[src/aomc_pkg.sv]
// Package for the accelerometer operating mode controller: states, timings, settings.
package aomc_pkg;

	// Clock rate in kHz
	localparam int unsigned CLK_KHZ = 50000;

	// Boot intervals and motion-low hold time in microseconds
	localparam int unsigned BOOT_WAIT_LOW_US  = 1000;
	localparam int unsigned BOOT_WAIT_HIGH_US = 1000;
	localparam int unsigned MOT_LOW_HOLD_US   = 1000;

	// Cycle counts derived from the rate, least times round up
	localparam int unsigned BOOT_WAIT_LOW_CYC  = (BOOT_WAIT_LOW_US * CLK_KHZ + 999) / 1000;
	localparam int unsigned BOOT_WAIT_HIGH_CYC = (BOOT_WAIT_HIGH_US * CLK_KHZ + 999) / 1000;
	localparam int unsigned MOT_LOW_HOLD_CYC   = (MOT_LOW_HOLD_US * CLK_KHZ + 999) / 1000;

	// Idle levels of trigger, motion (pulled up), chip select (high) and strap pins
	localparam logic [3:0] PIN_IDLE = 4'h6;

	// Counter width for all long intervals
	localparam int unsigned CNT_W = 24;

	// Measurement and idle counters
	localparam int unsigned MEAS_CYC = 64;
	localparam int unsigned MEAS_W   = 8;
	localparam int unsigned IDLE_W   = 8;
	localparam int unsigned DEC_W    = 4;
	localparam int unsigned ODR_W    = 4;
	localparam int unsigned ASLP_W   = 16;

	// Operating modes, one-hot
	typedef enum logic [6:0] {
		ST_HIBERNATE = 7'h01,
		ST_BOOT      = 7'h02,
		ST_STANDBY   = 7'h04,
		ST_WAKE      = 7'h08,
		ST_SLEEP     = 7'h10,
		ST_TRIG_WAIT = 7'h20,
		ST_TRIG_MEAS = 7'h40
	} aomc_state_t;

endpackage : aomc_pkg
[src/aomc_meas_timer.sv]
// Measurement pacing timer: idle spacing, decimation and per-cycle power window.
`timescale 1ns/1ps
module aomc_meas_timer (
	// Clock and reset
	input  wire logic                         sys_clk_i,
	input  wire logic                         rst_i,
	// Control
	input  wire logic                         run_i,
	input  wire logic                         single_i,
	input  wire logic [aomc_pkg::ODR_W-1:0]   odr_i,
	input  wire logic                         flex_en_i,
	input  wire logic [aomc_pkg::IDLE_W-1:0]  idle_i,
	input  wire logic [aomc_pkg::DEC_W-1:0]   dec_i,
	// Status
	output logic                              analog_on_o,
	output logic                              meas_done_o
);

	logic [aomc_pkg::MEAS_W-1:0] meas_reg;
	logic [aomc_pkg::IDLE_W+aomc_pkg::ODR_W-1:0] gap_reg;
	logic [aomc_pkg::DEC_W-1:0]  dec_reg;
	logic                        busy_reg;
	logic                        start_w;
	logic                        last_w;
	logic [aomc_pkg::IDLE_W+aomc_pkg::ODR_W-1:0] gap_load_w;

	// Flexible setting uses programmed idle, else ODR code sets spacing
	assign gap_load_w = flex_en_i ? {{aomc_pkg::ODR_W{1'b0}}, idle_i}
	                              : {{aomc_pkg::IDLE_W{1'b0}}, odr_i} << 4;
	assign start_w = !busy_reg && (single_i || (run_i && gap_reg == '0));
	assign last_w  = busy_reg && meas_reg == aomc_pkg::MEAS_W'(aomc_pkg::MEAS_CYC - 1);

	// Power only while a conversion runs; decimation repeats conversions
	always_ff @(posedge sys_clk_i) begin
		if (rst_i || (!run_i && !single_i && !busy_reg)) begin
			meas_reg    <= '0;
			gap_reg     <= '0;
			dec_reg     <= '0;
			busy_reg    <= 1'b0;
			analog_on_o <= 1'b0;
			meas_done_o <= 1'b0;
		end else begin
			meas_done_o <= 1'b0;
			if (start_w) begin
				busy_reg    <= 1'b1;
				analog_on_o <= 1'b1;
				meas_reg    <= '0;
			end else if (last_w) begin
				meas_reg <= '0;
				if (flex_en_i && dec_reg != dec_i) begin
					dec_reg <= dec_reg + 1'b1;
				end else begin
					dec_reg     <= '0;
					busy_reg    <= 1'b0;
					analog_on_o <= 1'b0;
					meas_done_o <= 1'b1;
					gap_reg     <= gap_load_w;
				end
			end else if (busy_reg) begin
				meas_reg <= meas_reg + 1'b1;
			end else if (gap_reg != '0) begin
				gap_reg <= gap_reg - 1'b1;
			end
		end
	end

endmodule : aomc_meas_timer

[src/aomc_mode_ctrl.sv]
// Operating mode controller of a three-axis accelerometer.
// Operation
// - Hibernate keeps wake detect only, bus off
// - Strap high: motion pin high starts boot
// - Strap high: bus usable after second boot wait
// - Standby: analog off, serial bus available
// - Active: analog power per measurement, bus on
// - Strap low: auto sleep when count nonzero
// - Strap high: auto sleep defaults disabled
// - Trigger rising edge starts one measurement
// - After triggered measurement return to wait
// - Trigger mode keeps serial bus answering
// - Active to Standby retains; reverse resets subset
// - Hibernate exit reloads defaults, entry discards all
// - Sleep and wake own rate and power settings
// - Flexible setting per sub-mode, idle and decimation
// - Strap low: hibernate bit in Standby hibernates
// - Strap high: motion pin low hold hibernates
// - Strap low: active bit toggles Standby and wake
`timescale 1ns/1ps
module aomc_mode_ctrl #(
	parameter int unsigned BOOT_LOW_CYC  = aomc_pkg::BOOT_WAIT_LOW_CYC,
	parameter int unsigned BOOT_HIGH_CYC = aomc_pkg::BOOT_WAIT_HIGH_CYC,
	parameter int unsigned MOT_HOLD_CYC  = aomc_pkg::MOT_LOW_HOLD_CYC
) (
	// Clock and reset
	input  wire logic                          sys_clk_i,
	input  wire logic                          rst_i,
	// Pins
	input  wire logic                          boot_strap_select_i,
	input  wire logic                          wake_cs_i,
	input  wire logic                          motion_detect_pin_i,
	input  wire logic                          external_trigger_input_i,
	// Configuration from register file
	input  wire logic                          active_i,
	input  wire logic                          hibernate_en_i,
	input  wire logic                          second_pin_function_select_i,
	input  wire logic                          auto_sleep_en_i,
	input  wire logic [aomc_pkg::ASLP_W-1:0]   auto_sleep_count_i,
	input  wire logic                          activity_i,
	input  wire logic                          wake_hpm_i,
	input  wire logic [aomc_pkg::ODR_W-1:0]    wake_odr_i,
	input  wire logic                          wake_flex_en_i,
	input  wire logic [aomc_pkg::IDLE_W-1:0]   wake_idle_i,
	input  wire logic [aomc_pkg::DEC_W-1:0]    wake_dec_i,
	input  wire logic                          sleep_hpm_i,
	input  wire logic [aomc_pkg::ODR_W-1:0]    sleep_odr_i,
	input  wire logic                          sleep_flex_en_i,
	input  wire logic [aomc_pkg::IDLE_W-1:0]   sleep_idle_i,
	input  wire logic [aomc_pkg::DEC_W-1:0]    sleep_dec_i,
	// Status and power controls
	output logic [6:0]                         mode_o,
	output logic                               bus_avail_o,
	output logic                               analog_on_o,
	output logic                               high_perf_o,
	output logic                               regs_default_o,
	output logic                               regs_subset_rst_o,
	output logic                               active_set_o,
	output logic                               boot_done_o,
	output logic                               meas_done_o
);

	////////////////////////////////////////////////////////////////////////////
	// Pin synchronisers: three stages, change counts when stages 2 and 3 agree

	logic [3:0] sync1_reg;
	logic [3:0] sync2_reg;
	logic [3:0] sync3_reg;
	logic [3:0] pin_reg;
	logic [3:0] pin_raw_w;

	assign pin_raw_w = {external_trigger_input_i, motion_detect_pin_i, wake_cs_i,
	                    boot_strap_select_i};

	genvar gi;
	generate
		for (gi = 0; gi < 4; gi++) begin : g_sync
			// Stage one feeds stage two; idle reset avoids a false edge
			always_ff @(posedge sys_clk_i) begin
				if (rst_i) begin
					sync1_reg[gi] <= aomc_pkg::PIN_IDLE[gi];
					sync2_reg[gi] <= aomc_pkg::PIN_IDLE[gi];
					sync3_reg[gi] <= aomc_pkg::PIN_IDLE[gi];
					pin_reg[gi]   <= aomc_pkg::PIN_IDLE[gi];
				end else begin
					sync1_reg[gi] <= pin_raw_w[gi];
					sync2_reg[gi] <= sync1_reg[gi];
					sync3_reg[gi] <= sync2_reg[gi];
					if (sync2_reg[gi] == sync3_reg[gi]) begin
						pin_reg[gi] <= sync3_reg[gi];
					end
				end
			end
		end
	endgenerate

	logic strap_w, cs_w, mot_w, trig_w;
	assign strap_w = pin_reg[0];
	assign cs_w    = pin_reg[1];
	assign mot_w   = pin_reg[2];
	assign trig_w  = pin_reg[3];

	////////////////////////////////////////////////////////////////////////////
	// Edge history and strap capture

	logic cs_prev_reg;
	logic trig_prev_reg;
	logic strap_reg;
	logic cs_toggle_w;
	logic trig_rise_w;

	assign cs_toggle_w = cs_w != cs_prev_reg;
	assign trig_rise_w = trig_w && !trig_prev_reg;

	// Strap latched each boot so a mid-run change cannot alter mode rules
	always_ff @(posedge sys_clk_i) begin
		if (rst_i) begin
			cs_prev_reg   <= aomc_pkg::PIN_IDLE[1];
			trig_prev_reg <= 1'b0;
		end else begin
			cs_prev_reg   <= cs_w;
			trig_prev_reg <= trig_w;
		end
	end

	////////////////////////////////////////////////////////////////////////////
	// Mode state machine

	aomc_pkg::aomc_state_t state_reg, state_next;
	logic [aomc_pkg::CNT_W-1:0] cnt_reg, cnt_next;
	logic [aomc_pkg::ASLP_W-1:0] idle_cnt_reg, idle_cnt_next;
	logic act_auto_reg, act_auto_next;
	logic strap_next;
	logic meas_done_w;
	logic auto_en_w;
	logic act_eff_w;

	// Strap low enables auto sleep by count; strap high needs explicit enable
	// count enables
	assign auto_en_w = strap_reg ? (auto_sleep_en_i && auto_sleep_count_i != '0)
	                             : (auto_sleep_count_i != '0);
	assign act_eff_w = active_i || act_auto_reg;

	always_comb begin
		state_next    = state_reg;
		cnt_next      = cnt_reg;
		idle_cnt_next = idle_cnt_reg;
		act_auto_next = act_auto_reg;
		strap_next    = strap_reg;
		case (state_reg)
			aomc_pkg::ST_HIBERNATE: begin
				cnt_next = '0;
				if (!strap_w && cs_toggle_w) begin
					state_next = aomc_pkg::ST_BOOT;
					strap_next = 1'b0;
				end else if (strap_w && mot_w) begin
					state_next = aomc_pkg::ST_BOOT;
					strap_next = 1'b1;
				end
			end
			aomc_pkg::ST_BOOT: begin
				cnt_next = cnt_reg + 1'b1;
				if (!strap_reg && cnt_reg >= aomc_pkg::CNT_W'(BOOT_LOW_CYC - 1)) begin
					state_next = aomc_pkg::ST_STANDBY;
					cnt_next   = '0;
				end else if (strap_reg && cnt_reg >= aomc_pkg::CNT_W'(BOOT_HIGH_CYC - 1)) begin
					state_next    = aomc_pkg::ST_WAKE;
					act_auto_next = 1'b1;
					cnt_next      = '0;
				end
			end
			aomc_pkg::ST_STANDBY: begin
				idle_cnt_next = '0;
				if (!strap_reg && hibernate_en_i) begin
					state_next = aomc_pkg::ST_HIBERNATE;
				end else if (!strap_reg && second_pin_function_select_i) begin
					state_next = aomc_pkg::ST_TRIG_WAIT;
				end else if (act_eff_w) begin
					state_next = aomc_pkg::ST_WAKE;
				end
			end
			aomc_pkg::ST_WAKE, aomc_pkg::ST_SLEEP: begin
				if (!act_eff_w) begin
					state_next = aomc_pkg::ST_STANDBY;
				end else if (auto_en_w && activity_i) begin
					state_next    = aomc_pkg::ST_WAKE;
					idle_cnt_next = '0;
				end else if (auto_en_w && state_reg == aomc_pkg::ST_WAKE && meas_done_w) begin
					idle_cnt_next = idle_cnt_reg + 1'b1;
					if (idle_cnt_reg + 1'b1 >= auto_sleep_count_i) begin
						state_next = aomc_pkg::ST_SLEEP;
					end
				end else if (!auto_en_w) begin
					state_next = aomc_pkg::ST_WAKE;
				end
			end
			aomc_pkg::ST_TRIG_WAIT: begin
				if (!second_pin_function_select_i) begin
					state_next = aomc_pkg::ST_STANDBY;
				end else if (trig_rise_w) begin
					state_next = aomc_pkg::ST_TRIG_MEAS;
				end
			end
			aomc_pkg::ST_TRIG_MEAS: begin
				if (meas_done_w) begin
					state_next = aomc_pkg::ST_TRIG_WAIT;
				end
			end
			default: begin
				state_next = aomc_pkg::ST_HIBERNATE;
			end
		endcase
		if (strap_reg && state_reg != aomc_pkg::ST_HIBERNATE
		    && state_reg != aomc_pkg::ST_BOOT) begin
			if (mot_w) begin
				cnt_next = '0;
			end else if (cnt_reg >= aomc_pkg::CNT_W'(MOT_HOLD_CYC - 1)) begin
				state_next    = aomc_pkg::ST_HIBERNATE;
				act_auto_next = 1'b0;
				cnt_next      = '0;
			end else begin
				cnt_next = cnt_reg + 1'b1;
			end
		end
		if (state_next == aomc_pkg::ST_HIBERNATE) begin
			act_auto_next = 1'b0;
			idle_cnt_next = '0;
		end
		if (state_reg == aomc_pkg::ST_WAKE && state_next == aomc_pkg::ST_STANDBY) begin
			act_auto_next = 1'b0;
		end
	end

	// State registers
	always_ff @(posedge sys_clk_i) begin
		if (rst_i) begin
			state_reg    <= aomc_pkg::ST_HIBERNATE;
			cnt_reg      <= '0;
			idle_cnt_reg <= '0;
			act_auto_reg <= 1'b0;
			strap_reg    <= 1'b0;
		end else begin
			state_reg    <= state_next;
			cnt_reg      <= cnt_next;
			idle_cnt_reg <= idle_cnt_next;
			act_auto_reg <= act_auto_next;
			strap_reg    <= strap_next;
		end
	end

	////////////////////////////////////////////////////////////////////////////
	// Measurement pacing

	logic in_sleep_w, run_w, single_w, flex_w, hpm_w, analog_w, timer_clr_w;
	logic [aomc_pkg::ODR_W-1:0]  odr_w;
	logic [aomc_pkg::IDLE_W-1:0] idle_w;
	logic [aomc_pkg::DEC_W-1:0]  dec_w;

	assign in_sleep_w = state_reg == aomc_pkg::ST_SLEEP;
	assign odr_w      = in_sleep_w ? sleep_odr_i : wake_odr_i;
	assign flex_w     = in_sleep_w ? sleep_flex_en_i : wake_flex_en_i;
	assign idle_w     = in_sleep_w ? sleep_idle_i : wake_idle_i;
	assign dec_w      = in_sleep_w ? sleep_dec_i : wake_dec_i;
	assign hpm_w      = in_sleep_w ? sleep_hpm_i : wake_hpm_i;
	assign run_w      = state_reg == aomc_pkg::ST_WAKE || in_sleep_w;
	assign single_w   = state_reg == aomc_pkg::ST_TRIG_MEAS && !meas_done_w;
	// Stop pacing outside active states so standby and hibernate stay dark
	// analog off
	assign timer_clr_w = rst_i || !(run_w || single_w);

	aomc_meas_timer u_timer (
		.sys_clk_i   (sys_clk_i),
		.rst_i       (timer_clr_w),
		.run_i       (run_w),
		.single_i    (single_w),
		.odr_i       (odr_w),
		.flex_en_i   (flex_w),
		.idle_i      (idle_w),
		.dec_i       (dec_w),
		.analog_on_o (analog_w),
		.meas_done_o (meas_done_w)
	);

	////////////////////////////////////////////////////////////////////////////
	// Registered outputs

	always_ff @(posedge sys_clk_i) begin
		if (rst_i) begin
			mode_o            <= aomc_pkg::ST_HIBERNATE;
			bus_avail_o       <= 1'b0;
			analog_on_o       <= 1'b0;
			high_perf_o       <= 1'b0;
			regs_default_o    <= 1'b0;
			regs_subset_rst_o <= 1'b0;
			active_set_o      <= 1'b0;
			boot_done_o       <= 1'b0;
			meas_done_o       <= 1'b0;
		end else begin
			mode_o            <= state_reg;
			bus_avail_o       <= state_reg != aomc_pkg::ST_HIBERNATE
			                     && state_reg != aomc_pkg::ST_BOOT;
			analog_on_o       <= analog_w;
			high_perf_o       <= hpm_w && run_w;
			regs_default_o    <= state_reg == aomc_pkg::ST_HIBERNATE
			                     || state_reg == aomc_pkg::ST_BOOT;
			regs_subset_rst_o <= state_reg == aomc_pkg::ST_STANDBY
			                     && state_next == aomc_pkg::ST_WAKE;
			active_set_o      <= act_auto_reg;
			boot_done_o       <= state_reg == aomc_pkg::ST_BOOT
			                     && state_next != aomc_pkg::ST_BOOT;
			meas_done_o       <= meas_done_w;
		end
	end

endmodule : aomc_mode_ctrl

[config.mk]
export PLATFORM = sky130hd
export DESIGN_NAME = aomc_mode_ctrl
export DESIGN_NICKNAME = d
export VERILOG_FILES = /design/src/aomc_pkg.sv /design/src/aomc_meas_timer.sv /design/src/aomc_mode_ctrl.sv
export SDC_FILE = /design/constraint.sdc
export NUM_CORES = 1
export LEC_CHECK = 0
export BUFFER_PORTS_ARGS = -buffer_cell sky130_fd_sc_hd__buf_2
export CORE_MARGIN = 2
export CORE_UTILIZATION = 40
export DETAILED_ROUTE_END_ITERATION = 10
export HOLD_SLACK_MARGIN = 0.06
export PLACE_DENSITY_LB_ADDON = 0.2
export SLEW_MARGIN = 10
export SYNTH_ARGS = -nofsm -noshare
export SYNTH_HDL_FRONTEND = slang
export SYNTH_SLANG_ARGS = --single-unit
[constraint.sdc]
create_clock -name sys_clk_i -period 3.22 [get_ports sys_clk_i]
set_input_delay 0.966 -clock sys_clk_i [delete_from_list [all_inputs] [get_ports sys_clk_i]]
set_output_delay 0.966 -clock sys_clk_i [all_outputs]
set_load 0.1 [all_outputs]
==> results_dict.tcl <==
set metrics [dict create \
    outcome "finished, final reports clean" \
    finalWirelength_microns 14300 \
    total_die_area_sq_um 15300 \
    min_period_over_period 0.940 \
    worst_hold_path_type "reg -> reg" \
    top_level_ports 78 \
    worst_skew_pair.late_latency_ps 350 \
    max_stage_delay_ps 490 \
    maxSlewViolCount 0 \
    timing.critical_path.arrival_ps 3290 \
    die_span_y_microns 124 \
    finish.utilization 0.488 \
    cts.sinks 108 \
    synth_cell_types 65 \
    stdcell_count 960 \
    post-dp-hpwl_microns 10600 \
    globalRoute.totalOverflow 0 \
    cts_hold_bufs 0 \
    antenna_found_initial 0 \
    whs_ps 413 \
    syn_nets 775 \
    ff2ff_path_depth 12 \
    max_slew_margin_vs_limit 0.348 \
    number_of_enable_type_register_cells_in_the_synthesized_netlist 0 \
    hold_path_depth 1 \
    clock-root-buffer "sky130_fd_sc_hd__clkbuf_16" \
    yosysWarningCount 0 \
    p_leak_nw 2.68 \
    synth.yosys.seq_area_share 0.377 \
    wl_per_cell_microns 14.9 \
    crit_slowest_cell "sky130_fd_sc_hd__or4b_4" \
    post_route_cells_drive_above_1_share 0.222 \
    port_buffers 77 \
    period_minus_slack_ps 3030 \
    vias_per_cell 5.40 \
    chipWidth_microns 124 \
    async_flop_share 0 \
    grt_setup_unrepaired "false" \
    numCtsBuffers 9 \
    ys_dominant_reg_cell "sky130_fd_sc_hd__dfxtp_1" \
    largest_register_ffs 24 \
    critPathRequiredTime_ps 3480 \
    initial_utilization 0.411 \
    timing.critical_path.depth 12 \
    clkTransAtPathRegs_ps 70 \
    core_sq_um 13900 \
    number_of_rows_in_the_core_area 43 \
    placed_cells 944 \
    final_hold_violations 0 \
    cp_top_family "simple AND/OR/NAND/NOR gates" \
    drt-pass1-iter-count 5 \
    synthesis.instances 691 \
    cp.buffers_inverters 0 \
    fmax_mhz 331 \
    first_global_vias 4886 \
    drtAntennaViolNets 0 \
    setup.worst_path.class "reg -> reg" \
    crit_chain "nand3_2 > nor4_4 > and3_1 > and3_1 > xor2_1 > ha_1 > nand4_1 > nor2_2 > or4b_4 > a31oi_4 > a21oi_1 > nor4b_1" \
    critical_path.most_common_cell "sky130_fd_sc_hd__and3_1" \
    worstMarginPinSlew_ps 970 \
    crit_path_max_fanout 5 \
    place.gp.congestion 0.927 \
    htree_num_levels 3 \
    fillCellCount 1346 \
    worstSetupStartpointType "register" \
    setup_viol 0 \
    maximum_number_of_pins_on_one_net_before_global_route_repair 35 \
    fin_total_pwr_mw 2.68 \
    critPathCaptureType "register" \
    area_delta_synth_final_pct 18.8 \
    post_synthesis_register_bit_count 108 \
    p_per_area_nw_per_um2 394 \
    drcViolationCount 0 \
    setup_total_negative_slack_ps 0 \
    first_iter_violations 351 \
    grt_pass1_wl_microns 22800 \
    maxCapViolCount 0 \
    ir_drop_mv 0.219 \
    clock_tree_from_tritoncts "built" \
    global_route.usage.total 0.188 \
    cts-root-to-sink-buffers 2 \
    fin_skew_ps 7.61 \
    routed-via-count 5185 \
    n_antenna_cell 0 \
    post_synth.cell_area_avg_sq_um 8.29 \
    layout.cells.most_common "sky130_fd_sc_hd__dfxtp_1" \
    final_nets 859 \
    mostFrequentLayoutCells "sky130_fd_sc_hd__dfxtp_1 (101), sky130_fd_sc_hd__nor2_1 (83), sky130_fd_sc_hd__buf_2 (77)" \
    syn-cell-area_sq_um 5730 \
]
## stage by stage
stage,area (sq um),setup slack [ps]
6_report,6810,195
5_1_grt,6810,17.0
4_1_cts,6750,11.9
3_5_place_dp,6410,-55.5
3_3_place_gp,6410,82.1
2_1_floorplan,5740,3.18
## synth_stat cells (all sizes together), types with 8 or more instances
master	count	area share
inv	28	0.018
a211oi	12	0.016
ha	21	0.046
nand3b	8	0.010
clkbuf	23	0.015
o21ai	30	0.026
xor2	22	0.034
or2	10	0.011
xnor2	31	0.047
mux2i	8	0.014
nor3	15	0.014
a21oi	58	0.056
nand3	32	0.029
buf	9	0.011
nor2	85	0.056
nor4	15	0.020
nand4	11	0.015
nand2	53	0.035
dfxtp	108	0.38
and3	13	0.014
nor2b	20	0.022
## routing by layer
metal  global-route usage  share of wire  vias up
met5                    0              0        -
met4               0.0724          0.018        0
met3               0.0421          0.045       19
met2                0.303           0.46      119
met1                0.245           0.47     2438
li1                     -              -     2609
## worst register-to-register path, delay by kind of cell (launching register included)
family,cells,cell delay [ps]
compound gates,2,260
xor+xnor,1,90
simple gates,8,1910
fa+ha+maj,1,300
flops,1,390
## final timing paths
kind / from / to / slack [ps]
setup / recovery: idle_cnt_reg[0] / state_reg[4] / 190
hold reg to reg: sync1_reg[2] / sync2_reg[2] / 410
setup reg to reg: idle_cnt_reg[0] / state_reg[4] / 190
hold / removal: sync1_reg[2] / sync2_reg[2] / 410
## where the power goes
| part | internal (mW) | switching [mW] | total, mW |
|---|---|---|---|
| combinational | 0.0540 | 0.0678 | 0.122 |
| sequential | 1.34 | 0.00410 | 1.35 |
| clock | 0.692 | 0.518 | 1.21 |
| total | 2.09 | 0.590 | 2.68 |
## cell type report
type | count | area (sq um) | area share
Clock buffer | 10 | 229 | 0.0336
Timing Repair Buffer | 105 | 596 | 0.0875
Clock inverter | 6 | 93.8 | 0.0138
Tap cell | 180 | 225 | 0.0331
Multi-Input combinational cell | 523 | 3390 | 0.498
Sequential cell | 108 | 2170 | 0.319
Inverter | 28 | 105 | 0.0154
## cell families after synthesis
group	share of synthesized area
adder cells (fa/ha/maj)	0.0459
XOR/XNOR	0.0810
AND/OR/NAND/NOR	0.269
buffers and inverters	0.0443
AO/OA/AOI/OAI	0.165
flip-flops	0.377
multiplexers	0.0179
## repair_timing
action                                  CTS  global route
hold endpoints to repair                  0             0
resized for setup                         3            15
pin swaps                                 1             3
buffers inserted                          0             0
endpoints found under the setup margin    3             3
(Power assumes the default switching activity.)
